**config.mk**
```make
export PLATFORM = sky130hd
export DESIGN_NAME = arab_core
export DESIGN_NICKNAME = d
export VERILOG_FILES = /design/src/rtl/arab_pkg.sv /design/src/rtl/arab_prio_resolve.sv /design/src/rtl/arab_core.sv
export SDC_FILE = /design/constraint.sdc
export NUM_CORES = 1
export LEC_CHECK = 0
export BUFFER_PORTS_ARGS = -buffer_cell sky130_fd_sc_hd__clkbuf_2
export CORE_MARGIN = 5
export CORE_UTILIZATION = 35
export CTS_BUF_LIST = sky130_fd_sc_hd__clkbuf_2 sky130_fd_sc_hd__clkbuf_4 sky130_fd_sc_hd__clkbuf_8
export DETAILED_ROUTE_END_ITERATION = 10
export SETUP_SLACK_MARGIN = 0.2
export SLEW_MARGIN = 25
export SYNTH_ARGS = -nofsm -noshare
export SYNTH_HDL_FRONTEND = slang
export SYNTH_SLANG_ARGS = --single-unit
```
**constraint.sdc**
```tcl
create_clock -name clk_i -period 3.1 [get_ports clk_i]
set_input_delay 0.465 -clock clk_i [delete_from_list [all_inputs] [get_ports clk_i]]
set_output_delay 0.465 -clock clk_i [all_outputs]
set_load 0.01 [all_outputs]
```
**src/rtl/arab_pkg.sv**
```systemverilog
package arab_pkg;

  ////////////////////////////////////////////////////////////////////////////
  // bus geometry
  localparam int unsigned DATA_W    = 32;
  localparam int unsigned ADR_W     = 12;
  localparam int unsigned ADR_LSB   = 2;
  localparam int unsigned IDX_W     = ADR_W - ADR_LSB;
  localparam int unsigned BYTE_W    = 8;
  localparam int unsigned SEL_W     = DATA_W / BYTE_W;

  // register indices; the byte address is four times the index
  localparam logic [IDX_W-1:0] IDX_TABLE_PORT_SELECT  = 10'h06e;
  localparam logic [IDX_W-1:0] IDX_INDIRECT_OFFSET    = 10'h06f;
  localparam logic [IDX_W-1:0] IDX_INDIRECT_WINDOW    = 10'h0a0;

  ////////////////////////////////////////////////////////////////////////////
  // table/port select register layout
  localparam int unsigned      CTRL_TABLE_HI = 7;
  localparam int unsigned      CTRL_TABLE_LO = 5;
  localparam int unsigned      CTRL_PORT_HI  = 3;
  localparam int unsigned      CTRL_PORT_LO  = 0;
  localparam logic [2:0]       TABLE_RULE    = 3'h2;
  localparam logic [3:0]       PORT_FIRST    = 4'h1;
  localparam logic [3:0]       PORT_LAST     = 4'h4;

  // indirect byte offsets covered by this bank
  localparam logic [7:0]       OFFS_RULE_BYTE_8            = 8'h08;
  localparam logic [7:0]       OFFS_RULE_BYTE_9            = 8'h09;
  localparam logic [7:0]       OFFS_RULE_ACTION_PRIORITY   = 8'h0a;
  localparam logic [7:0]       OFFS_RULE_ACTION_BYTE_11    = 8'h0b;

  // storage geometry: four ports by four bytes
  localparam int unsigned      PORT_IDX_W   = 2;
  localparam int unsigned      BYTE_IDX_W   = 2;
  localparam int unsigned      ENTRY_W      = PORT_IDX_W + BYTE_IDX_W;
  localparam int unsigned      RULE_ENTRIES = 16;
  localparam logic [BYTE_IDX_W-1:0] ACTION_BYTE_IDX = 2'h2;

  ////////////////////////////////////////////////////////////////////////////
  // action byte fields
  localparam int unsigned      MODE_HI   = 7;
  localparam int unsigned      MODE_LO   = 6;
  localparam int unsigned      PRIO_HI   = 5;
  localparam int unsigned      PRIO_LO   = 3;
  localparam int unsigned      RPE_BIT   = 2;
  localparam int unsigned      RVAL_HI   = 1;
  localparam int unsigned      RVAL_LO   = 0;

  localparam logic [1:0]       MODE_KEEP    = 2'h0;
  localparam logic [1:0]       MODE_HIGHER  = 2'h1;
  localparam logic [1:0]       MODE_LOWER   = 2'h2;
  localparam logic [1:0]       MODE_REPLACE = 2'h3;

  // reset values
  localparam logic [7:0]       BYTE_RESET = 8'h00;
  localparam logic [2:0]       PRIO_RESET = 3'h0;
  localparam logic [1:0]       RVAL_RESET = 2'h0;

endpackage

```
**src/rtl/arab_prio_resolve.sv**
```systemverilog
`timescale 1ns/1ns
module arab_prio_resolve (
  input  wire logic [1:0] mode_i,
  input  wire logic [2:0] rule_prio_i,
  input  wire logic [2:0] class_prio_i,
  input  wire logic       tagged_i,
  output logic      [2:0] prio_o
);
  import arab_pkg::*;

  always_comb begin
    prio_o = class_prio_i;
    // untagged frames always keep the classification result
    if (tagged_i) begin
      case (mode_i)
        MODE_KEEP: begin
          prio_o = class_prio_i;
        end
        MODE_HIGHER: begin
          if (rule_prio_i > class_prio_i) begin
            prio_o = rule_prio_i;
          end
        end
        MODE_LOWER: begin
          if (rule_prio_i < class_prio_i) begin
            prio_o = rule_prio_i;
          end
        end
        MODE_REPLACE: begin
          prio_o = rule_prio_i;
        end
        default: begin
          prio_o = class_prio_i;
        end
      endcase
    end
  end

endmodule

```
**src/rtl/arab_core.sv**
```systemverilog
// How it works
// - select bits 3..0 choose the port; only ports 1 to 4 are valid
// - offset register value 0x08..0x0b picks rule byte 8 to 11
// - window register at indirect_byte_window shows and writes the selected rule byte
// - mode 00: tagged frames keep classification priority
// - mode 01: rule priority used only when above classification
// - mode 10: rule priority used only when below classification
// - mode 11: rule priority always replaces tagged frame priority
// - rule priority sits in bits 5..3, applied per mode bits 7..6
// - remark enable 0 leaves VLAN priority bits unchanged
// - remark enable 1 replaces VLAN priority with remark value bits 1..0
// - remark value maps directly to levels 0 to 3
//
// Local design decision: register access over Wishbone.
`timescale 1ns/1ns
module arab_core (
  input  wire logic                          clk_i,
  input  wire logic                          rst_i,
  input  wire logic                          wb_cyc_i,
  input  wire logic                          wb_stb_i,
  input  wire logic                          wb_we_i,
  input  wire logic [arab_pkg::ADR_W-1:0]    wb_adr_i,
  input  wire logic [arab_pkg::SEL_W-1:0]    wb_sel_i,
  input  wire logic [arab_pkg::DATA_W-1:0]   wb_dat_i,
  output logic                               wb_ack_o,
  output logic      [arab_pkg::DATA_W-1:0]   wb_dat_o,
  input  wire logic                          match_i,
  input  wire logic [3:0]                    match_port_i,
  input  wire logic                          match_tagged_i,
  input  wire logic [2:0]                    class_prio_i,
  output logic                               act_valid_o,
  output logic      [2:0]                    act_prio_o,
  output logic                               act_remark_o,
  output logic      [1:0]                    act_remark_level_o
);
  import arab_pkg::*;

  typedef enum {ST_IDLE, ST_FETCH} arab_xfer_state_e;

  ////////////////////////////////////////////////////////////////////////////
  // declarations
  arab_xfer_state_e          state;
  arab_xfer_state_e          next_state;
  logic [BYTE_W-1:0]         table_port_sel;
  logic [BYTE_W-1:0]         next_table_port_sel;
  logic [BYTE_W-1:0]         byte_offset;
  logic [BYTE_W-1:0]         next_byte_offset;
  logic [BYTE_W-1:0]         window;
  logic [BYTE_W-1:0]         next_window;
  logic [BYTE_W-1:0]         rule_mem      [RULE_ENTRIES];
  logic [BYTE_W-1:0]         next_rule_mem [RULE_ENTRIES];
  logic                      next_ack;
  logic [DATA_W-1:0]         next_dat;
  logic                      next_act_valid;
  logic [2:0]                next_act_prio;
  logic                      next_act_remark;
  logic [1:0]                next_act_remark_level;

  logic                      wb_take;
  logic [IDX_W-1:0]          wb_idx;
  logic                      hit_sel;
  logic                      hit_offs;
  logic                      hit_win;
  logic                      lane_wr;
  logic                      sel_table_ok;
  logic                      sel_port_ok;
  logic                      sel_offs_ok;
  logic                      sel_valid;
  logic [ENTRY_W-1:0]        sel_entry;
  logic [BYTE_W-1:0]         fetch_data;
  logic                      rule_wr;
  logic                      match_port_ok;
  logic [ENTRY_W-1:0]        match_entry;
  logic [BYTE_W-1:0]         action_byte;
  logic [2:0]                resolved_prio;

  ////////////////////////////////////////////////////////////////////////////
  // bus decode; a new request is refused while a fetch is in flight
  assign wb_take  = wb_cyc_i && wb_stb_i && !wb_ack_o && (state == ST_IDLE);
  assign wb_idx   = wb_adr_i[ADR_W-1:ADR_LSB];
  assign hit_sel  = (wb_idx == IDX_TABLE_PORT_SELECT);
  assign hit_offs = (wb_idx == IDX_INDIRECT_OFFSET);
  assign hit_win  = (wb_idx == IDX_INDIRECT_WINDOW);
  assign lane_wr  = wb_take && wb_we_i && wb_sel_i[0];

  ////////////////////////////////////////////////////////////////////////////
  // indirect selection: table, port and byte offset
  assign sel_table_ok = (table_port_sel[CTRL_TABLE_HI:CTRL_TABLE_LO] == TABLE_RULE);
  assign sel_port_ok  = (table_port_sel[CTRL_PORT_HI:CTRL_PORT_LO] >= PORT_FIRST) &&
                        (table_port_sel[CTRL_PORT_HI:CTRL_PORT_LO] <= PORT_LAST);
  assign sel_offs_ok  = (byte_offset >= OFFS_RULE_BYTE_8) &&
                        (byte_offset <= OFFS_RULE_ACTION_BYTE_11);
  assign sel_valid    = sel_table_ok && sel_port_ok && sel_offs_ok;
  assign sel_entry    = {PORT_IDX_W'(table_port_sel[CTRL_PORT_HI:CTRL_PORT_LO] - PORT_FIRST),
                         BYTE_IDX_W'(byte_offset - OFFS_RULE_BYTE_8)};
  // out-of-range selections read as zero instead of aliasing onto a real byte
  assign fetch_data   = sel_valid ? rule_mem[sel_entry] : BYTE_RESET;
  assign rule_wr      = lane_wr && hit_win && sel_valid;

  ////////////////////////////////////////////////////////////////////////////
  // register file and indirect transfer
  always_comb begin
    next_state          = ST_IDLE;
    next_table_port_sel = table_port_sel;
    next_byte_offset    = byte_offset;
    next_window         = window;
    next_ack            = wb_take;
    next_dat            = '0;
    case (state)
      ST_IDLE: begin
        if (lane_wr && hit_sel) begin
          next_table_port_sel = wb_dat_i[BYTE_W-1:0];
          next_state          = ST_FETCH;
        end
        if (lane_wr && hit_offs) begin
          next_byte_offset = wb_dat_i[BYTE_W-1:0];
          next_state       = ST_FETCH;
        end
        if (lane_wr && hit_win) begin
          next_window = wb_dat_i[BYTE_W-1:0];
        end
      end
      ST_FETCH: begin
        // selection registers are settled now, so the window reloads cleanly
        next_window = fetch_data;
      end
      default: begin
        next_state = ST_IDLE;
      end
    endcase
    if (wb_take && !wb_we_i) begin
      if (hit_sel) begin
        next_dat = {{(DATA_W-BYTE_W){1'b0}}, table_port_sel};
      end else if (hit_offs) begin
        next_dat = {{(DATA_W-BYTE_W){1'b0}}, byte_offset};
      end else if (hit_win) begin
        next_dat = {{(DATA_W-BYTE_W){1'b0}}, window};
      end else begin
        next_dat = '0;
      end
    end
  end

  always_ff @(posedge clk_i) begin
    if (rst_i) begin
      state          <= ST_IDLE;
      table_port_sel <= BYTE_RESET;
      byte_offset    <= BYTE_RESET;
      window         <= BYTE_RESET;
      wb_ack_o       <= 1'b0;
      wb_dat_o       <= '0;
    end else begin
      state          <= next_state;
      table_port_sel <= next_table_port_sel;
      byte_offset    <= next_byte_offset;
      window         <= next_window;
      wb_ack_o       <= next_ack;
      wb_dat_o       <= next_dat;
    end
  end

  ////////////////////////////////////////////////////////////////////////////
  // rule storage, one write port through the window
  for (genvar g = 0; g < RULE_ENTRIES; g++) begin : g_entry
    always_comb begin
      next_rule_mem[g] = rule_mem[g];
      if (rule_wr && (sel_entry == ENTRY_W'(g))) begin
        next_rule_mem[g] = wb_dat_i[BYTE_W-1:0];
      end
    end

    always_ff @(posedge clk_i) begin
      if (rst_i) begin
        rule_mem[g] <= BYTE_RESET;
      end else begin
        rule_mem[g] <= next_rule_mem[g];
      end
    end
  end

  ////////////////////////////////////////////////////////////////////////////
  // action datapath: one lookup per match pulse, registered result
  assign match_port_ok = (match_port_i >= PORT_FIRST) && (match_port_i <= PORT_LAST);
  assign match_entry   = {PORT_IDX_W'(match_port_i - PORT_FIRST), ACTION_BYTE_IDX};
  assign action_byte   = rule_mem[match_entry];

  arab_prio_resolve u_resolve (
    .mode_i       (action_byte[MODE_HI:MODE_LO]),
    .rule_prio_i  (action_byte[PRIO_HI:PRIO_LO]),
    .class_prio_i (class_prio_i),
    .tagged_i     (match_tagged_i),
    .prio_o       (resolved_prio)
  );

  always_comb begin
    next_act_valid        = 1'b0;
    next_act_prio         = act_prio_o;
    next_act_remark       = 1'b0;
    next_act_remark_level = act_remark_level_o;
    if (match_i && match_port_ok) begin
      next_act_valid  = 1'b1;
      next_act_prio   = resolved_prio;
      // remark low tells the datapath to leave the VLAN priority bits alone
      next_act_remark = action_byte[RPE_BIT];
      // the two-bit value is the level itself, no table lookup
      next_act_remark_level = action_byte[RVAL_HI:RVAL_LO];
    end
  end

  always_ff @(posedge clk_i) begin
    if (rst_i) begin
      act_valid_o        <= 1'b0;
      act_prio_o         <= PRIO_RESET;
      act_remark_o       <= 1'b0;
      act_remark_level_o <= RVAL_RESET;
    end else begin
      act_valid_o        <= next_act_valid;
      act_prio_o         <= next_act_prio;
      act_remark_o       <= next_act_remark;
      act_remark_level_o <= next_act_remark_level;
    end
  end

  logic                      m_ok;
  logic [1:0]                m_mode;
  logic [2:0]                m_rule;
  assign m_ok   = match_i && match_port_ok && match_tagged_i;
  assign m_mode = action_byte[MODE_HI:MODE_LO];
  assign m_rule = action_byte[PRIO_HI:PRIO_LO];
endmodule

```
# == Word-level counts from Yosys, hierarchy flattened ==
# Memories as Yosys holds them, arrays and structs flattened.
# Index checks and enable logic that the tools add are counted.
# word_totals
reg_bits,96
wordCells,194
n_memories,1
inputBits,62
output_inout_bits,40
ram_bits,128
# memory_table
memory,depth,word_bits,read_ports,rd_ports_with_merged_regs,wr,line_no,rtl
rule_mem,16,8,2,0,16,arab_core.sv:50,logic [BYTE_W-1:0] rule_mem [RULE_ENTRIES];
# op_classes
reduce_logical,63
magnitude_cmp,8
eq_ne,40
addsub,3
n_mux,48
bitwise_logic,19
# ops
operator,n
two-way mux 8 bit,37
logical NOT 32 bit,2
AND reduction 2 bit,19
== test 32 x 1 -> 1 bit (second input constant),1
== test 4 bit (second input constant),8
logical AND 1 bit,32
== test 10 x 7 -> 1 bit (second input constant),2
== test 4 x 3 -> 1 bit (second input constant),4
inequality test 1 bit (second input constant),16
bitwise OR 1 bit,16
one-hot mux 8 bit (2 select lines),1
one-hot mux 3 bit (4 select lines),1
== test 10 x 8 -> 1 bit (second input constant),1
two-way mux 3 bit,3
== test 4 x 2 -> 1 bit (second input constant),2
>= comparator 4 x 1 -> 1 bit (second input constant),2
>= comparator 8 x 4 -> 1 bit (second input constant),1
<= comparator 4 x 3 -> 1 bit (second input constant),2
<= comparator 8 x 4 -> 1 bit (second input constant),1
two-way mux 1 bit,6
OR reduction 2 bit,3
subtractor 2 x 1 -> 2 bit (second input constant),3
== test 2 bit (second input constant),2
== test 4 x 1 -> 1 bit (second input constant),1
other kinds (12),15

# == Longest topological paths before layout ==
# depth
depth_word,11
mapped_depth,12
mapped_depth_nobuf,10

# == Cells and area by module ==
# A second synthesis with hierarchy kept.
# unflattened
hier_cells,672
hier_area_um2,8105.3
# by_module_without_submodules
module,instances,area_each_um2,cells_each,seq_area_each_um2
arab_core,1,7868.8,641,4664.5
arab_prio_resolve,1,236.5,31,0.0

# == Worst setup path after synthesis ==
# OpenSTA, ideal clock, no wires.
# synth_path
kind,input port to flip-flop
start,in match_port_i[0]
end,reg act_prio_o[2]
stages,11
path_slack_ns,0.115
t_required_ns,2.968
arrival_time_ns,2.853
setup_ns,0.132
path_cell_list,buf_2 > inv_1 > ha_1 > clkbuf_1 > mux4_2 > ha_1 > nand3b_1 > a32o_1 > a31o_2 > a221oi_1 > nor3_1
# synth_via
elab_chain_cells,6
# synth_rtl
item,line_no,rtl
"start, declared",arab_core.sv:28,"input wire logic [3:0] match_port_i,"
subtractor 2 x 1 -> 2 bit,arab_core.sv:184,"assign match_entry = {PORT_IDX_W'(match_port_i - PORT_FIRST), ACTION_BYTE_IDX};"
memory read (16 x 8 bit),n/a,
< comparator 3 bit / greater-than comparator 3 bit (equally long branches),"arab_prio_resolve.sv:25, arab_prio_resolve.sv:20",
two-way mux 3 bit (on tied branches),"arab_prio_resolve.sv:25, arab_prio_resolve.sv:20",
one-hot mux 3 bit (4 select lines),arab_prio_resolve.sv:15,case (mode_i)
two-way mux 3 bit,arab_prio_resolve.sv:14,if (tagged_i) begin
"end signal, assigned",arab_core.sv:218,act_prio_o <= next_act_prio;
"end, declared",arab_core.sv:32,"output logic [2:0] act_prio_o,"
# Several ways; a longest one is shown, not always the timed one.
# A chain may end at the register's enable or synchronous reset.

==> summary.txt <==
Worst setup path
  • CP Buf/Inv Count: 2
  • Crit path capture type: flip-flop
  • CP required: 3.26 ns
  • Arrival @ worst endpoint: 2.79 ns
  • Critical path's top delay family: simple AND/OR/NAND/NOR gates
  • Cells along the critical path: inv_1, ha_1, nand2b_1, nand4b_1, nor4_4, nand3b_1, o21bai_1, buf_4
  • CP max FO: 8
  • Crit path launch type: flip-flop
  • Crit-path slowest cell: nor4_4
  • Largest stage delay on the critical path: 0.41 ns
  • Worst Path Class, Setup: reg2reg

Power and ir drop
  • VDD IR max: 0.219 mV
  • Comb power frac: 6.7%
  • P_int: 3370 uW
  • Clock power share: 36.1%
  • Seq pwr share: 57.2%
  • Sw Pwr: 1060 uW
  • PD cells: 486 nW/um2
  • Leak: 0.00308 uW
  • Sw frac: 23.9%

Route
  • First-iteration detailed-routing DRC count: 499
  • DR DRC count: 0
  • Vias post-DR: 5429
  • Routed wire length: 20.6 mm
  • DR WL/cell: 19.5 um
  • Antenna viol nets, final: 0
  • Initial DRT Pass Iterations: 5
  • Vias per inst: 5.13

Clock network
  • CTS tree: done
  • Post_cts resized: 0
  • H-tree depth: 4
  • Clk_lat worst skew: 0.47 ns
  • Post-CTS setup buffers: 0
  • CTS buffer count: 17
  • Clock transition at path regs: 0.09 ns
  • Root Buffer: clkbuf_8
  • CTS sink cnt: 169
  • CTS Buffer Depth: 2
  • Hold-fix buffers, CTS: 0

Finish
  • Post-Layout Inst Area: 9130 um2
  • Register area: 4670 um2
  • Synthesis-to-finish area growth: 12.4%
  • Share of cells above drive strength 1: 23.2%
  • Antenna fix cells: 0
  • Area occupied by multi-input gates: 3140 um2
  • Fillers: 2179
  • Nets@finish: 806
  • Fin cells: 1058

Synth
  • Synth warnings: 0
  • Ys async rst share: 0%
  • EDFF count, synth: 128
  • Syn_area_per_cell: 12.1 um2
  • Flops & latches, synth: 169
  • Register area share after synthesis: 57.4%
  • Count of cell types in the netlist: 54
  • Post-Synthesis Cell Area: 8120 um2
  • Area share of the largest cell type after synthesis: 47.3%
  • Area leader, netlist: edfxtp_1
  • Ys flop type: edfxtp_1
  • Synth area leaders: edfxtp_1 47%, mux4_2 11%, dfxtp_1 10%
  • Top-count cell post-synth: nor2_1
  • Synth Instances: 673
  • Top post-synthesis cells by count: 152 x nor2_1, 128 x edfxtp_1, 60 x nand2_1

Floorplan
  • Die width: 162 um
  • Core Rows: 55
  • Die height: 162 um
  • Starting Density: 35.7%
  • I/O pins: 102
  • Core footprint: 22800 um2
  • Die ar.: 26400 um2

Timing
  • Max Freq: 380 MHz
  • Tcrit/Tclk final: 84.8%
  • Final Max Slew Viols: 0
  • Smallest hold slack: 0.278 ns
  • Worst Tran Pin Value: 0.794 ns
  • RSZ-0062 raised after global routing: false
  • Final-report setup violation count: 0
  • Post-route setup TNS: 0 ns
  • Skew final: 0.0155 ns
  • Hold Fails Final Rpt: 0
  • Setup slack after layout: 0.471 ns
  • Slew headroom: 46.7%
  • Final min period: 2.63 ns

Hold path
  • Worst Hold Class: in2reg

Place
  • Placed cell count: 1026
  • Post-placement cell area: 8740 um2
  • Port Buffer Count: 48
  • HPWL after DPL: 14.5 mm
  • Gpl congestion: 0.802
  • Pre-CTS WS: 0.309 ns

GRT
  • Grt ovf: 0
  • Vias in the first global route: 5338
  • Pin count of the biggest net entering global routing: 35
  • First-pass GRT wire length: 31.7 mm
  • Initial antenna violation count: 0
  • Overall Global Routing Usage: 15.9%

Status
  • Outcome: finished clean

Flow run
  • Max-cap violations: 0
==> final timing paths <==
| path | startpoint | to | slack (ns) | cells past startpoint |
|---|---|---|---|---|
| setup / recovery | table_port_sel[1] | rule_mem[9][3] | 0.47 | 8 |
| hold / removal | class_prio_i[1] | act_prio_o[1] | 0.28 | 3 |
| setup reg to reg | table_port_sel[1] | rule_mem[9][3] | 0.47 | 8 |
| hold reg to reg | table_port_sel[4] | table_port_sel[4] | 0.47 | 2 |
==> power by group through the flow <==
stage | combinational (uW) | sequential, uW | clock (uW)
detailed placement | 298 | 2590 | 0
global route | 323 | 2540 | 1720
finish | 298 | 2540 | 1600
CTS | 300 | 2530 | 1630
floorplan | 197 | 2570 | 0
global placement | 296 | 2580 | 0
==> cells in the final DEF (no fill, tap or decap), drive strengths merged, types with 3 or more instances in the layout <==
cell type	Yosys	layout
nand2b	4	4
clkbuf	24	67
nand2	60	60
ha	12	12
a222oi	5	5
a22oi	17	17
nand3	13	13
clkinv	1	4
nand3b	4	4
a21o	13	13
buf	38	31
o21ai	7	7
nor2b	6	6
o31ai	8	8
conb	1	24
dfxtp	41	41
o21bai	5	5
nor4	3	3
mux2i	13	13
a21oi	14	14
mux4	40	40
a211oi	8	8
inv	14	22
nor3	6	6
nor2	162	162
edfxtp	128	128
==> sequential cells by signal (all words and copies together) (netlist names) <==
register	count
state	1
wb_dat_o	8
wb_ack_o	1
byte_offset	8
act_remark_o	1
act_remark_level_o	2
act_valid_o	1
table_port_sel	8
rule_mem	128
act_prio_o	3
window	8
==> cell type report <==
type                            count  share of cell area (%)
Clock inverter                     13                    1.51
Tap cell                          313                    4.29
Clock buffer                       19                    2.80
Inverter                           15                   0.617
Multi-Input combinational cell    450                    34.3
Sequential cell                   169                    51.1
Timing Repair Buffer               79                    5.32
==> metal layers <==
metal | GRT usage, % | vias to the layer above | share of wire [%]
met3 | 3.39 | 28 | 7.6
met4 | 5.15 | 0 | 2.5
met5 | 0 | - | 0
li1 | - | 2526 | -
met1 | 22.6 | 2670 | 44
met2 | 24.5 | 205 | 46
==> metrics by stage <==
step                      power (uW)  utilization (%)
after floorplan                 2770                -
after global placement          2880             38.4
after detailed placement        2880             38.4
after CTS                       4460             40.1
after global routing            4590             40.1
final                           4430             40.1
==> worst min-delay path, cell delays in order <==
cell	delay, ns
clkbuf_2	0.09
a21oi_1	0.04
o22ai_1	0.10
==> kinds of logic after synthesis <==
kind of cell / count (synthesis) / share of synthesized area (%)
simple gates: 273 / 15.1
flops: 169 / 57.4
compound gates: 87 / 7.62
buf+inv: 77 / 5.10
mux: 54 / 12.8
fa+ha+maj: 12 / 1.85
other cells: 1 / 0.0462
(Power assumes the default switching activity.)
